### src/hw/ext_bank_pkg.sv
// constants for the external bank decoder and boot strap block
package ext_bank_pkg;
  // register byte offsets (axi4-lite)
  localparam logic [7:0] BANK0_CONFIG_OFF = 8'h00;
  localparam logic [7:0] BANK1_CONFIG_OFF = 8'h04;
  localparam logic [7:0] BANK2_CONFIG_OFF = 8'h08;
  localparam logic [7:0] BANK3_CONFIG_OFF = 8'h0C;
  localparam logic [7:0] STRAP_STATUS_OFF = 8'h10;
  localparam logic [7:0] XFER_CTRL_OFF    = 8'h14;
  localparam logic [7:0] XFER_ADDR_OFF    = 8'h18;
  localparam logic [7:0] XFER_STATUS_OFF  = 8'h1C;

  // bank config field layout
  localparam int RD_WAIT_LSB = 5;
  localparam int WR_WAIT_LSB = 11;
  localparam int WAIT_W      = 5;
  localparam int WIDTH_LSB   = 28;
  localparam logic [31:0] BANK_CONFIG_RESET = 32'h2000_FBEF;
  localparam logic [31:0] BANK_CONFIG_MASK  = 32'h3F00_FFFF;

  // external bank window
  localparam logic [5:0]  EXT_REGION = 6'h20;
  localparam int          BANK_LSB   = 24;

  // boot widths / strap results
  typedef enum logic [1:0] {
    BOOT_8   = 2'b00,
    BOOT_16  = 2'b01,
    BOOT_32  = 2'b10,
    BOOT_INT = 2'b11
  } boot_mode_t;

  // software timing advice, 100 MHz
  localparam int CLK_PERIOD_NS   = 10;
  localparam int RD_MARGIN_NS    = 20;
  localparam int RD_OFFSET_CYC   = 2;
  localparam int WR_MARGIN_NS    = 5;
  localparam int WAIT_BASE_CYC   = 3;
  localparam int STRAP_SETTLE_CYC = 1;
endpackage

### src/hw/bank_decode.sv
// address to active-low bank chip select decoder
`timescale 1ns/1ns
module bank_decode (
  input  wire logic [31:0] addr,
  input  wire logic        active,
  output logic      [3:0]  select_n,
  output logic             hit
);
  always_comb begin
    select_n = 4'hF;
    hit      = 1'b0;
    if (active && addr[31:26] == ext_bank_pkg::EXT_REGION) begin
      hit = 1'b1;
      select_n[addr[ext_bank_pkg::BANK_LSB +: 2]] = 1'b0;
    end
  end
endmodule // bank_decode

### src/hw/ext_bank_ctrl.sv
// external bank controller: strap capture, chip select decode, wait timing, axi4-lite regs
// Contract
// - latch strap pins once after reset; open pins read 1, tied-low read 0
// - boot straps lo/hi give 32, hi/lo 16, lo/lo 8 bit, hi/hi internal flash
// - trace strap low routes port 1 bits 16-25 to trace, else general pins
// - debug strap low routes port 1 bits 26-31 to debug, else general pins
// - programming pin low at reset release starts in-system programming handler
// - boot input high pulls programming pin low; otherwise pull-up holds it high
// - four fixed 16 MByte banks from 0x80000000 each drive only own select
// - one config register per bank sets timing and type; ranges fixed
`timescale 1ns/1ns
module ext_bank_ctrl (
  input  wire logic        aclk,
  input  wire logic        aresetn,
  input  wire logic [7:0]  s_axi_awaddr,
  input  wire logic        s_axi_awvalid,
  output logic             s_axi_awready,
  input  wire logic [31:0] s_axi_wdata,
  input  wire logic [3:0]  s_axi_wstrb,
  input  wire logic        s_axi_wvalid,
  output logic             s_axi_wready,
  output logic      [1:0]  s_axi_bresp,
  output logic             s_axi_bvalid,
  input  wire logic        s_axi_bready,
  input  wire logic [7:0]  s_axi_araddr,
  input  wire logic        s_axi_arvalid,
  output logic             s_axi_arready,
  output logic      [31:0] s_axi_rdata,
  output logic      [1:0]  s_axi_rresp,
  output logic             s_axi_rvalid,
  input  wire logic        s_axi_rready,
  input  wire logic        boot_sel_strap_lo,
  input  wire logic        boot_sel_strap_hi,
  input  wire logic        trace_enable_strap,
  input  wire logic        debug_enable_strap,
  input  wire logic        isp_request_pin,
  input  wire logic        boot_request_in,
  output logic             isp_pull_low_oe,
  output logic      [1:0]  boot_mode,
  output logic             trace_port_enable,
  output logic             debug_port_enable,
  output logic             in_system_programming,
  output logic             bank0_select_n,
  output logic             bank1_select_n,
  output logic             bank2_select_n,
  output logic             bank3_select_n,
  output logic             ext_write_n,
  output logic             ext_read_n
);
  typedef enum logic [1:0] {
    XF_IDLE = 2'b00,
    XF_WAIT = 2'b01,
    XF_DONE = 2'b10
  } xfer_state_t;

  // strap capture: one sample on the first edge after release
  logic       strap_done_reg, strap_done_next;
  logic [1:0] boot_reg, boot_next;
  logic       trace_reg, trace_next;
  logic       debug_reg, debug_next;
  logic       isp_reg, isp_next;
  // registers
  logic [31:0] cfg_reg [4];
  logic [31:0] cfg_next [4];
  logic [31:0] addr_reg, addr_next;
  // axi slave state
  logic        aw_held_reg, aw_held_next;
  logic [7:0]  aw_addr_reg, aw_addr_next;
  logic        w_held_reg, w_held_next;
  logic [31:0] w_data_reg, w_data_next;
  logic [3:0]  w_strb_reg, w_strb_next;
  logic        bvalid_reg, bvalid_next;
  logic [1:0]  bresp_reg, bresp_next;
  logic        rvalid_reg, rvalid_next;
  logic [31:0] rdata_reg, rdata_next;
  logic [1:0]  rresp_reg, rresp_next;
  // transfer engine
  xfer_state_t xf_reg, xf_next;
  logic        xf_write_reg, xf_write_next;
  logic [5:0]  xf_cnt_reg, xf_cnt_next;
  logic        xf_done_reg, xf_done_next;
  logic        xf_miss_reg, xf_miss_next;

  logic [3:0]  sel_n;
  logic        bank_hit;
  logic        do_write;

  function automatic logic [31:0] merge(input logic [31:0] old, input logic [31:0] wd,
                                        input logic [3:0] st);
    logic [31:0] r;
    r = old;
    for (int i = 0; i < 4; i++) begin
      if (st[i]) r[i*8 +: 8] = wd[i*8 +: 8];
    end
    return r;
  endfunction

  function automatic logic [5:0] wait_cycles(input logic [4:0] w);
    return 6'(w) + 6'(ext_bank_pkg::WAIT_BASE_CYC);
  endfunction

  bank_decode u_dec (
    .addr     (addr_reg),
    .active   (xf_reg == XF_WAIT),
    .select_n (sel_n),
    .hit      (bank_hit)
  );

  always_comb begin
    strap_done_next = strap_done_reg;
    boot_next       = boot_reg;
    trace_next      = trace_reg;
    debug_next      = debug_reg;
    isp_next        = isp_reg;
    if (!strap_done_reg) begin
      strap_done_next = 1'b1;
      boot_next  = {boot_sel_strap_hi, boot_sel_strap_lo} == 2'b10 ? ext_bank_pkg::BOOT_32 :
                   {boot_sel_strap_hi, boot_sel_strap_lo} == 2'b01 ? ext_bank_pkg::BOOT_16 :
                   {boot_sel_strap_hi, boot_sel_strap_lo} == 2'b00 ? ext_bank_pkg::BOOT_8 :
                   ext_bank_pkg::BOOT_INT;
      trace_next = ~trace_enable_strap;
      debug_next = ~debug_enable_strap;
      isp_next   = ~isp_request_pin;
    end
  end

  always_ff @(posedge aclk) begin
    if (!aresetn) begin
      strap_done_reg <= 1'b0;
      boot_reg       <= ext_bank_pkg::BOOT_INT;
      trace_reg      <= 1'b0;
      debug_reg      <= 1'b0;
      isp_reg        <= 1'b0;
    end else begin
      strap_done_reg <= strap_done_next;
      boot_reg       <= boot_next;
      trace_reg      <= trace_next;
      debug_reg      <= debug_next;
      isp_reg        <= isp_next;
    end
  end

  assign boot_mode             = boot_reg;
  assign trace_port_enable     = trace_reg;
  assign debug_port_enable     = debug_reg;
  assign in_system_programming = isp_reg;
  assign isp_pull_low_oe       = boot_request_in;

  // axi4-lite write and read paths
  assign s_axi_awready = !aw_held_reg && !bvalid_reg;
  assign s_axi_wready  = !w_held_reg && !bvalid_reg;
  assign s_axi_arready = !rvalid_reg;
  assign s_axi_bvalid  = bvalid_reg;
  assign s_axi_bresp   = bresp_reg;
  assign s_axi_rvalid  = rvalid_reg;
  assign s_axi_rdata   = rdata_reg;
  assign s_axi_rresp   = rresp_reg;
  assign do_write      = aw_held_reg && w_held_reg;

  always_comb begin
    aw_held_next = aw_held_reg;
    aw_addr_next = aw_addr_reg;
    w_held_next  = w_held_reg;
    w_data_next  = w_data_reg;
    w_strb_next  = w_strb_reg;
    bvalid_next  = bvalid_reg;
    bresp_next   = bresp_reg;
    rvalid_next  = rvalid_reg;
    rdata_next   = rdata_reg;
    rresp_next   = rresp_reg;
    addr_next    = addr_reg;
    xf_write_next = xf_write_reg;
    for (int i = 0; i < 4; i++) cfg_next[i] = cfg_reg[i];
    xf_next      = xf_reg;
    xf_cnt_next  = xf_cnt_reg;
    xf_done_next = xf_done_reg;
    xf_miss_next = xf_miss_reg;

    if (s_axi_awvalid && s_axi_awready) begin
      aw_held_next = 1'b1;
      aw_addr_next = s_axi_awaddr;
    end
    if (s_axi_wvalid && s_axi_wready) begin
      w_held_next = 1'b1;
      w_data_next = s_axi_wdata;
      w_strb_next = s_axi_wstrb;
    end
    if (do_write) begin
      aw_held_next = 1'b0;
      w_held_next  = 1'b0;
      bvalid_next  = 1'b1;
      bresp_next   = 2'b00;
      case (aw_addr_reg[7:2])
        ext_bank_pkg::BANK0_CONFIG_OFF[7:2], ext_bank_pkg::BANK1_CONFIG_OFF[7:2],
        ext_bank_pkg::BANK2_CONFIG_OFF[7:2], ext_bank_pkg::BANK3_CONFIG_OFF[7:2]: begin
          // timing and type only; no address field exists
          cfg_next[aw_addr_reg[3:2]] = merge(cfg_reg[aw_addr_reg[3:2]], w_data_reg, w_strb_reg)
                                       & ext_bank_pkg::BANK_CONFIG_MASK;
        end
        ext_bank_pkg::XFER_ADDR_OFF[7:2]: begin
          addr_next = merge(addr_reg, w_data_reg, w_strb_reg);
        end
        ext_bank_pkg::XFER_CTRL_OFF[7:2]: begin
          if (w_strb_reg[0] && w_data_reg[0] && xf_reg == XF_IDLE) begin
            xf_write_next = w_data_reg[1];
            xf_next       = XF_WAIT;
            xf_done_next  = 1'b0;
            xf_miss_next  = 1'b0;
            xf_cnt_next   = wait_cycles(w_data_reg[1]
              ? cfg_reg[addr_reg[25:24]][ext_bank_pkg::WR_WAIT_LSB +: ext_bank_pkg::WAIT_W]
              : cfg_reg[addr_reg[25:24]][ext_bank_pkg::RD_WAIT_LSB +: ext_bank_pkg::WAIT_W]);
          end
        end
        ext_bank_pkg::XFER_STATUS_OFF[7:2], ext_bank_pkg::STRAP_STATUS_OFF[7:2]: begin
        end
        default: bresp_next = 2'b10;
      endcase
    end
    if (bvalid_reg && s_axi_bready) bvalid_next = 1'b0;

    if (s_axi_arvalid && s_axi_arready) begin
      rvalid_next = 1'b1;
      rresp_next  = 2'b00;
      case (s_axi_araddr[7:2])
        ext_bank_pkg::BANK0_CONFIG_OFF[7:2], ext_bank_pkg::BANK1_CONFIG_OFF[7:2],
        ext_bank_pkg::BANK2_CONFIG_OFF[7:2], ext_bank_pkg::BANK3_CONFIG_OFF[7:2]:
          rdata_next = cfg_reg[s_axi_araddr[3:2]];
        ext_bank_pkg::STRAP_STATUS_OFF[7:2]:
          rdata_next = {27'h0, isp_reg, debug_reg, trace_reg, boot_reg};
        ext_bank_pkg::XFER_ADDR_OFF[7:2]:
          rdata_next = addr_reg;
        ext_bank_pkg::XFER_CTRL_OFF[7:2]:
          rdata_next = {30'h0, xf_write_reg, 1'b0};
        ext_bank_pkg::XFER_STATUS_OFF[7:2]:
          rdata_next = {29'h0, xf_miss_reg, xf_done_reg, xf_reg == XF_WAIT};
        default: begin
          rdata_next = 32'h0000_0000;
          rresp_next = 2'b10;
        end
      endcase
    end else if (rvalid_reg && s_axi_rready) begin
      rvalid_next = 1'b0;
    end

    // access strobe held for the configured wait count plus WAIT_BASE_CYC cycles
    case (xf_reg)
      XF_IDLE: ;
      XF_WAIT: begin
        if (!bank_hit) begin
          xf_miss_next = 1'b1;
          xf_next      = XF_DONE;
        end else if (xf_cnt_reg <= 6'h01) begin
          xf_next = XF_DONE;
        end else begin
          xf_cnt_next = xf_cnt_reg - 6'h01;
        end
      end
      XF_DONE: begin
        xf_done_next = 1'b1;
        xf_next      = XF_IDLE;
      end
      default: xf_next = XF_IDLE;
    endcase
  end

  always_ff @(posedge aclk) begin
    if (!aresetn) begin
      aw_held_reg  <= 1'b0;
      aw_addr_reg  <= 8'h00;
      w_held_reg   <= 1'b0;
      w_data_reg   <= 32'h0000_0000;
      w_strb_reg   <= 4'h0;
      bvalid_reg   <= 1'b0;
      bresp_reg    <= 2'b00;
      rvalid_reg   <= 1'b0;
      rdata_reg    <= 32'h0000_0000;
      rresp_reg    <= 2'b00;
      addr_reg     <= 32'h0000_0000;
      xf_reg       <= XF_IDLE;
      xf_write_reg <= 1'b0;
      xf_cnt_reg   <= 6'h00;
      xf_done_reg  <= 1'b0;
      xf_miss_reg  <= 1'b0;
      for (int i = 0; i < 4; i++) cfg_reg[i] <= ext_bank_pkg::BANK_CONFIG_RESET;
    end else begin
      aw_held_reg  <= aw_held_next;
      aw_addr_reg  <= aw_addr_next;
      w_held_reg   <= w_held_next;
      w_data_reg   <= w_data_next;
      w_strb_reg   <= w_strb_next;
      bvalid_reg   <= bvalid_next;
      bresp_reg    <= bresp_next;
      rvalid_reg   <= rvalid_next;
      rdata_reg    <= rdata_next;
      rresp_reg    <= rresp_next;
      addr_reg     <= addr_next;
      xf_reg       <= xf_next;
      xf_write_reg <= xf_write_next;
      xf_cnt_reg   <= xf_cnt_next;
      xf_done_reg  <= xf_done_next;
      xf_miss_reg  <= xf_miss_next;
      for (int i = 0; i < 4; i++) cfg_reg[i] <= cfg_next[i];
    end
  end

  // selects come straight from the fixed decode
  assign bank0_select_n = sel_n[0];
  assign bank1_select_n = sel_n[1];
  assign bank2_select_n = sel_n[2];
  assign bank3_select_n = sel_n[3];
  assign ext_write_n    = !(xf_reg == XF_WAIT && bank_hit && xf_write_reg);
  assign ext_read_n     = !(xf_reg == XF_WAIT && bank_hit && !xf_write_reg);
endmodule // ext_bank_ctrl

### config.mk
export PLATFORM = sky130hd
export DESIGN_NAME = ext_bank_ctrl
export DESIGN_NICKNAME = d
export VERILOG_FILES = /design/src/hw/ext_bank_pkg.sv /design/src/hw/bank_decode.sv /design/src/hw/ext_bank_ctrl.sv
export SDC_FILE = /design/constraint.sdc
export NUM_CORES = 1
export LEC_CHECK = 0
export BUFFER_PORTS_ARGS = -buffer_cell sky130_fd_sc_hd__buf_4
export CORE_ASPECT_RATIO = 0.9
export CORE_UTILIZATION = 55
export CTS_BUF_LIST = sky130_fd_sc_hd__clkbuf_2
export DETAILED_ROUTE_END_ITERATION = 6
export GPL_TIMING_DRIVEN = 0
export PLACE_DENSITY = 0.88
export SLEW_MARGIN = 0
export SYNTH_ARGS = -nofsm -noshare
export SYNTH_HDL_FRONTEND = slang
export SYNTH_HIERARCHICAL = 1
export SYNTH_SLANG_ARGS = --single-unit
### constraint.sdc
create_clock -name aclk -period 2.4 [get_ports aclk]
set_input_delay 0.24 -clock aclk [delete_from_list [all_inputs] [get_ports aclk]]
set_output_delay 0.24 -clock aclk [all_outputs]
set_load 0.05 [all_outputs]
---- After elaboration in Yosys (flattened, before gate mapping) ----
Memory sizes are Yosys's and may differ from the RTL's. A register that Yosys moved wholly into a read port is not among the register bits.
Cells that the tools add are included.
word-level totals
  bits in registers ....................... 133
  RAM bits ................................ 128
  output and inout port bits .............. 53
  logic and storage cells ................. 162
  memories ................................ 1
memories
  name     words  width  rd ports  clocked after Yosys merged registers in  wr ports  line                 source
  cfg_reg  4      32     7         2                                        4         ext_bank_ctrl.sv:63  logic [31:0] cfg_reg [4];
operators by class
  add/subtract/negate cells ............... 2
  $lt $le $gt $ge ......................... 5
  equal/unequal tests ..................... 19
  muxes and demuxes ....................... 58
  bitwise gates (word level) .............. 10
  reductions and logical operators ........ 43
operators with widths
  operator                                                        count
  two-way mux 128 bit                                             2
  two-way mux 32 bit                                              5
  one-hot mux 32 bit (5 select lines)                             1
  bitwise mux 128 bit                                             1
  demux 32 bit (select 2 bit)                                     1
  two-way mux 6 bit                                               9
  equality test 6 x 3 -> 1 bit, second input constant             8
  two-way mux 8 bit                                               6
  two-way mux 2 bit                                               14
  equality test 6 x 2 -> 1 bit, second input constant             4
  AND reduction 3 bit                                             6
  logical AND 1 bit                                               16
  OR reduction 8 bit                                              2
  two-way mux 1 bit                                               15
  equality test 6 x 1 -> 1 bit, second input constant             2
  zero test 6 bit                                                 2
  nonzero test 2 bit                                              4
  OR reduction 4 bit                                              2
  zero test 1 bit                                                 7
  adder 5 x 2 -> 6 bit, second input constant                     1
  equality test 6 bit, second input constant                      1
  less-or-equal comparator 6 x 1 -> 1 bit, second input constant  1
  subtractor 6 x 1 -> 6 bit, second input constant                1
  two-way mux 5 bit                                               1
  other kinds (15)                                                25

---- Longest topological paths before layout ----
  depth after elaboration ................. 9
  gate-level depth with buffers ........... 10
  depth with buffers taken out ............ 8

---- Modules after synthesis ----
The synthesis kept the hierarchy.
modules (own cells, without submodules)
  module         instances  cells an instance  area each (um^2)  seq. area each (um^2)
  ext_bank_ctrl  1          1034               9708.1            4424.2
  bank_decode    1          8                  61.3              0.0

---- Worst setup path before layout ----
Ideal clock, no wire load.
  kind .................................... flip-flop to flip-flop
  start point ............................. register bvalid_reg, in the netlist s_axi_bvalid
  end point ............................... register w_data_reg[26]
  arrival ................................. 2197 ps
  data required time ...................... 2329 ps
  path slack .............................. 132 ps
  stages on the path, launching flop included .. 7
  buffers on the path ..................... 2
  path through ............................ dfxtp_1 > nor2_1 > and2_1 > clkbuf_1 > clkbuf_1 > nand2_1 > a21oi_1
between the ends
  word-level cells in the longest chain between the ends .. 3
RTL lines
  what                    line                  source
  start, declared         ext_bank_ctrl.sv:72   logic bvalid_reg, bvalid_next;
  start signal, assigned  ext_bank_ctrl.sv:291  bvalid_reg <= bvalid_next;
  zero test 1 bit         ext_bank_ctrl.sv:151  assign s_axi_wready = !w_held_reg && !bvalid_reg;
  logical AND 1 bit       ext_bank_ctrl.sv:151
  via s_axi_wready        ext_bank_ctrl.sv:21   output logic s_axi_wready,
  logical AND 1 bit       ext_bank_ctrl.sv:183  if (s_axi_wvalid && s_axi_wready) begin
  end signal, assigned    ext_bank_ctrl.sv:289  w_data_reg <= w_data_next;
  end, declared           ext_bank_ctrl.sv:70   logic [31:0] w_data_reg, w_data_next;
The timed path passes the listed nets, and every way through them passes these cells.
A chain may end at the register's enable or synchronous reset.

---- Worst setup path in the final report ----
  start point ............................. input port s_axi_araddr[5]
  end point ............................... register rdata_reg[26], in the netlist s_axi_rdata[26]
between the ends
  word-level cells in the longest chain between the ends .. 3
RTL lines
  what                                                  line                  source
  start, declared                                       ext_bank_ctrl.sv:25   input wire logic [7:0] s_axi_araddr,
  equality test 6 x 1 -> 1 bit (tied with other cells)  ext_bank_ctrl.sv:224  case (s_axi_araddr[7:2])
  OR reduction 4 bit                                    n/a
  one-hot mux 32 bit (5 select lines) *                 ext_bank_ctrl.sv:224
  end signal, assigned                                  ext_bank_ctrl.sv:294  rdata_reg <= rdata_next;
  end, declared                                         ext_bank_ctrl.sv:75   logic [31:0] rdata_reg, rdata_next;
Every way passes the cells marked *; elsewhere a longest branch is shown, timed or not.

==> summary.md <==
| Metric | Value |
|---|---|
| Hold slack | `-0.00990 ns` |
| Crit path max-delay cell type | `nor3b_1` |
| DR WL/cell | `22.5 um` |
| Min Tclk post-route | `2.53 ns` |
| Dpl hpwl | `~22 mm` |
| Die Ht | `128 um` |
| Leak Pwr | `0.00469 uW` |
| Crit path launch | `s_axi_araddr[5]` |
| Async SR Flop Fraction | `0` |
| Root Driver | `clkbuf_2` |
| Crit path kind | `input pin to register` |
| Post-synth EDFFs | `0` |
| CTS H-Tree Depth | `2` |
| Gr usage total | `0.377` |
| Max stage delay on crit path | `0.77 ns` |
| Synth Register Bits | `between 200 and 250` |
| Total wire length | `34.8 mm` |
| Synth Area in XOR/XNOR | `0.00269` |
| PortBufs | `108` |
| Starting Density | `0.571` |
| Synth Cell Area | `a little under 10000 um2` |
| Synth Flop Type | `dfxtp_1` |
| Worst hold path type | `input pin to register` |
| Worst Setup Slack, final | `-0.132 ns` |
| Status | `complete, but fails checks` |
| Cts bufs inserted | `51` |
| Setup violators final | `4` |
| Via density | `6.53` |
| Antenna Nets Post-Route | `0` |
| CTS Buffer Depth | `3` |
| Initial antenna violation count | `1` |
| Max cap viols | `0` |
| CP Launch Type | `input pin` |
| Vias in the first global route | `9679` |
| Clk sinks | `about 220` |
| Area grow syn2layout | `23.5%` |
| Post-synthesis simple-gate area fraction | `0.178` |
| Post-Synth Adder-Cell Area | `0.00384` |
| Syn avg cell area | `9.38 um2` |
| CTS tree | `yes` |
| Vias | `10100` |
| Dominant cell type by area after synthesis | `dfxtp_1` |
| Die width | `142 um` |
| Worst skew pair latency | `0.90 ns` |
| Element type at the critical path end | `register` |
| Complex-gate fraction of the synthesized area | `0.153` |
| Final Cycle Share | `1.05` |
| Register area share after synthesis | `0.453` |
| Core Region | `about 17000 um2` |
| Hold Startpoint | `s_axi_arvalid` |
| Drc violations | `3` |
| GR Overflow Total | `0` |
| Iteration-0 DRC count of the detailed router | `1674` |
| Netlist cell types | `54` |
| Pin count of the biggest net entering global routing | `15` |
| Worst Tran Pin Value | `0.976 ns` |
| Warnings from Yosys | `6` |
| Clock Skew | `0.111 ns` |
| Power density over the cells | `~620 nW/um2` |
| Dpl ws | `-0.298 ns` |
| Max Freq | `approximately 390 MHz` |
| Required time worst endpoint | `3.16 ns` |
| Mux share of post-synthesis cell area | `0.169` |
| Main combinational cell family by area after synthesis | `simple AND/OR/NAND/NOR gates` |
| Unrepaired setup endpoints after global routing | `true` |
| Worst flop-to-flop path startpoint | `w_held_reg$_SDFFE_PP0P_` |
| First-pass GRT wire length | `52.0 mm` |
| Worst vdd ir | `around 420 uV` |
| Core Rows | `45` |
| Worst Path Arrival | `3.29 ns` |
| Count of final hold-check violations | `4` |
| Max FFs per register | `88` |
| Nets | `approximately 1300` |
| Synth top area share | `0.453` |
| Final estimated routing congestion in global placement | `0.950` |
| Ports | `approximately 120` |
| Crit path max fanout | `10` |
| Violated checks | `DRC, hold timing, setup timing` |
| Clk slew on worst S/H paths | `0.13 ns` |
| Proportion of layout cells with a drive suffix above 1 | `0.226` |
| First-pass DRT Iterations | `7` |
| Post-Synthesis Cells | `roughly 1000` |
| Cells along the critical path | `dlygate4sd3_1 > buf_4 > nor3_2 > nand2_1 > nor3b_1 > clkbuf_1 > a221oi_1 > nor3_1` |
| Slew Viols, Final | `0` |
| Worst slew margin | `0.349` |
| DIE AREA | `18300 um2` |
| Largest cells by area after synthesis | `dfxtp_1 45%, mux4_2 13%, nand2_1 7.8%, a21oi_1 4.9%, o211ai_1 4.6%` |
-- path summary, 6_finish.rpt --
check                           slack [ns]  cells after the start                      endpoint
worst min register to register        0.43                      2   s_axi_rdata[3]$_SDFFE_PN0P_
worst max register to register           0                      8     addr_reg[30]$_SDFFE_PN0P_
worst max-delay path                 -0.13                      8  s_axi_rdata[26]$_SDFFE_PN0P_
worst min-delay path                 -0.01                      5  s_axi_rdata[23]$_SDFFE_PN0P_
-- power breakdown --
| part | switching, uW | internal (uW) |
|---|---|---|
| clock network | 1640 | 860 |
| logic | 660 | 389 |
| registers | 105 | 3770 |
| total | 2400 | 5020 |
-- worst max-delay path: cells and delay by family --
kind	cells	cell delay, ns
buffers and inverters	3	1.29
AO/OA/AOI/OAI	1	0.22
AND/OR/NAND/NOR	4	1.53
-- cell type report --
| class | count | area [um2] |
|---|---|---|
| multi-input combinational | 725 | 4990 |
| antenna | 1 | 2.50 |
| clock inverter | 17 | 72.6 |
| inverter | 7 | 26.3 |
| buffer | 89 | 385 |
| sequential | 221 | 4430 |
| fill | 1202 | 5060 |
| tap | 235 | 294 |
| clock buffer | 77 | 385 |
| timing repair buffer | 175 | 1480 |
-- kinds of logic after synthesis --
kind of cell	count (synthesis)
AO/OA/AOI/OAI	228
XOR/XNOR	3
adder cells (fa/ha/maj)	3
buffers and inverters	97
flip-flops	221
multiplexers	93
other	1
AND/OR/NAND/NOR	396
-- cells in the mapped netlist (4+ instances only) --
cell / count
a211oi_1: 32
a21oi_1: 96
a221oi_1: 18
a22oi_1: 4
and2_1: 5
buf_1: 6
buf_2: 17
buf_4: 4
clkbuf_1: 63
dfxtp_1: 221
inv_1: 6
mux2i_1: 34
mux4_2: 57
nand2_1: 204
nand2b_1: 4
nand3_1: 47
nor2_1: 84
nor3_1: 22
o211ai_1: 60
o21ai_0: 4
-- per-stage QoR --
step | area (um2) | power, uW | utilization | std cells | TNS [ns]
global route | 12100 | 7600 | 0.705 | 1547 | -0.402
detailed placement | 10900 | 4850 | 0.636 | 1386 | -1.11
CTS | 12000 | 7230 | 0.700 | 1542 | -0.215
finish | 12100 | 7420 | 0.705 | 1547 | -0.369
floorplan | 9770 | 4510 | - | 1043 | 0
global placement | 10900 | 4830 | 0.636 | 1386 | -0.649
-- routing by layer --
| layer | part of all wire | track usage | vias up | wire (um) |
|---|---|---|---|---|
| li1 | - | - | 4263 | - |
| met1 | 0.34 | 0.455 | 4619 | 11900 |
| met2 | 0.44 | 0.577 | 939 | 15300 |
| met3 | 0.15 | 0.124 | 284 | 5060 |
| met4 | 0.073 | 0.251 | 0 | 2550 |
| met5 | 0 | 0 | - | 0 |
-- timing repair --
action / 4_1_cts / 5_1_grt
hold buffers: 58 / 2
pin swaps: 0 / 2
setup endpoints to repair: 9 / 63
setup buffers: 4 / 3
endpoints found under the hold margin: 61 / 3
resized for setup: 16 / 13
-- cell usage in the layout, fill, tap and decap left out, types with 3 or more instances in the layout --
cell type,synthesis,layout
nor3_1,22,22
buf_4,4,117
clkbuf_2,0,80
a31oi_1,3,3
nand2_1,204,203
o21ai_0,4,4
clkinv_1,1,16
nand2b_1,4,3
clkbuf_1,63,59
nand4b_1,3,3
inv_1,6,6
nor2b_1,3,3
buf_1,6,5
ha_1,3,3
a22oi_1,4,4
nand4_1,3,3
mux2i_1,34,33
nand3b_1,3,3
dfxtp_1,221,219
a221oi_1,18,18
a21oi_1,96,96
mux4_2,57,57
and3_1,3,3
buf_2,17,17
nor2_1,84,84
nand3_1,47,46
dlygate4sd3_1,0,60
a211oi_1,32,32
and2_1,5,3
nor3_2,3,3
o211ai_1,60,60
(Power assumes the default switching activity.)
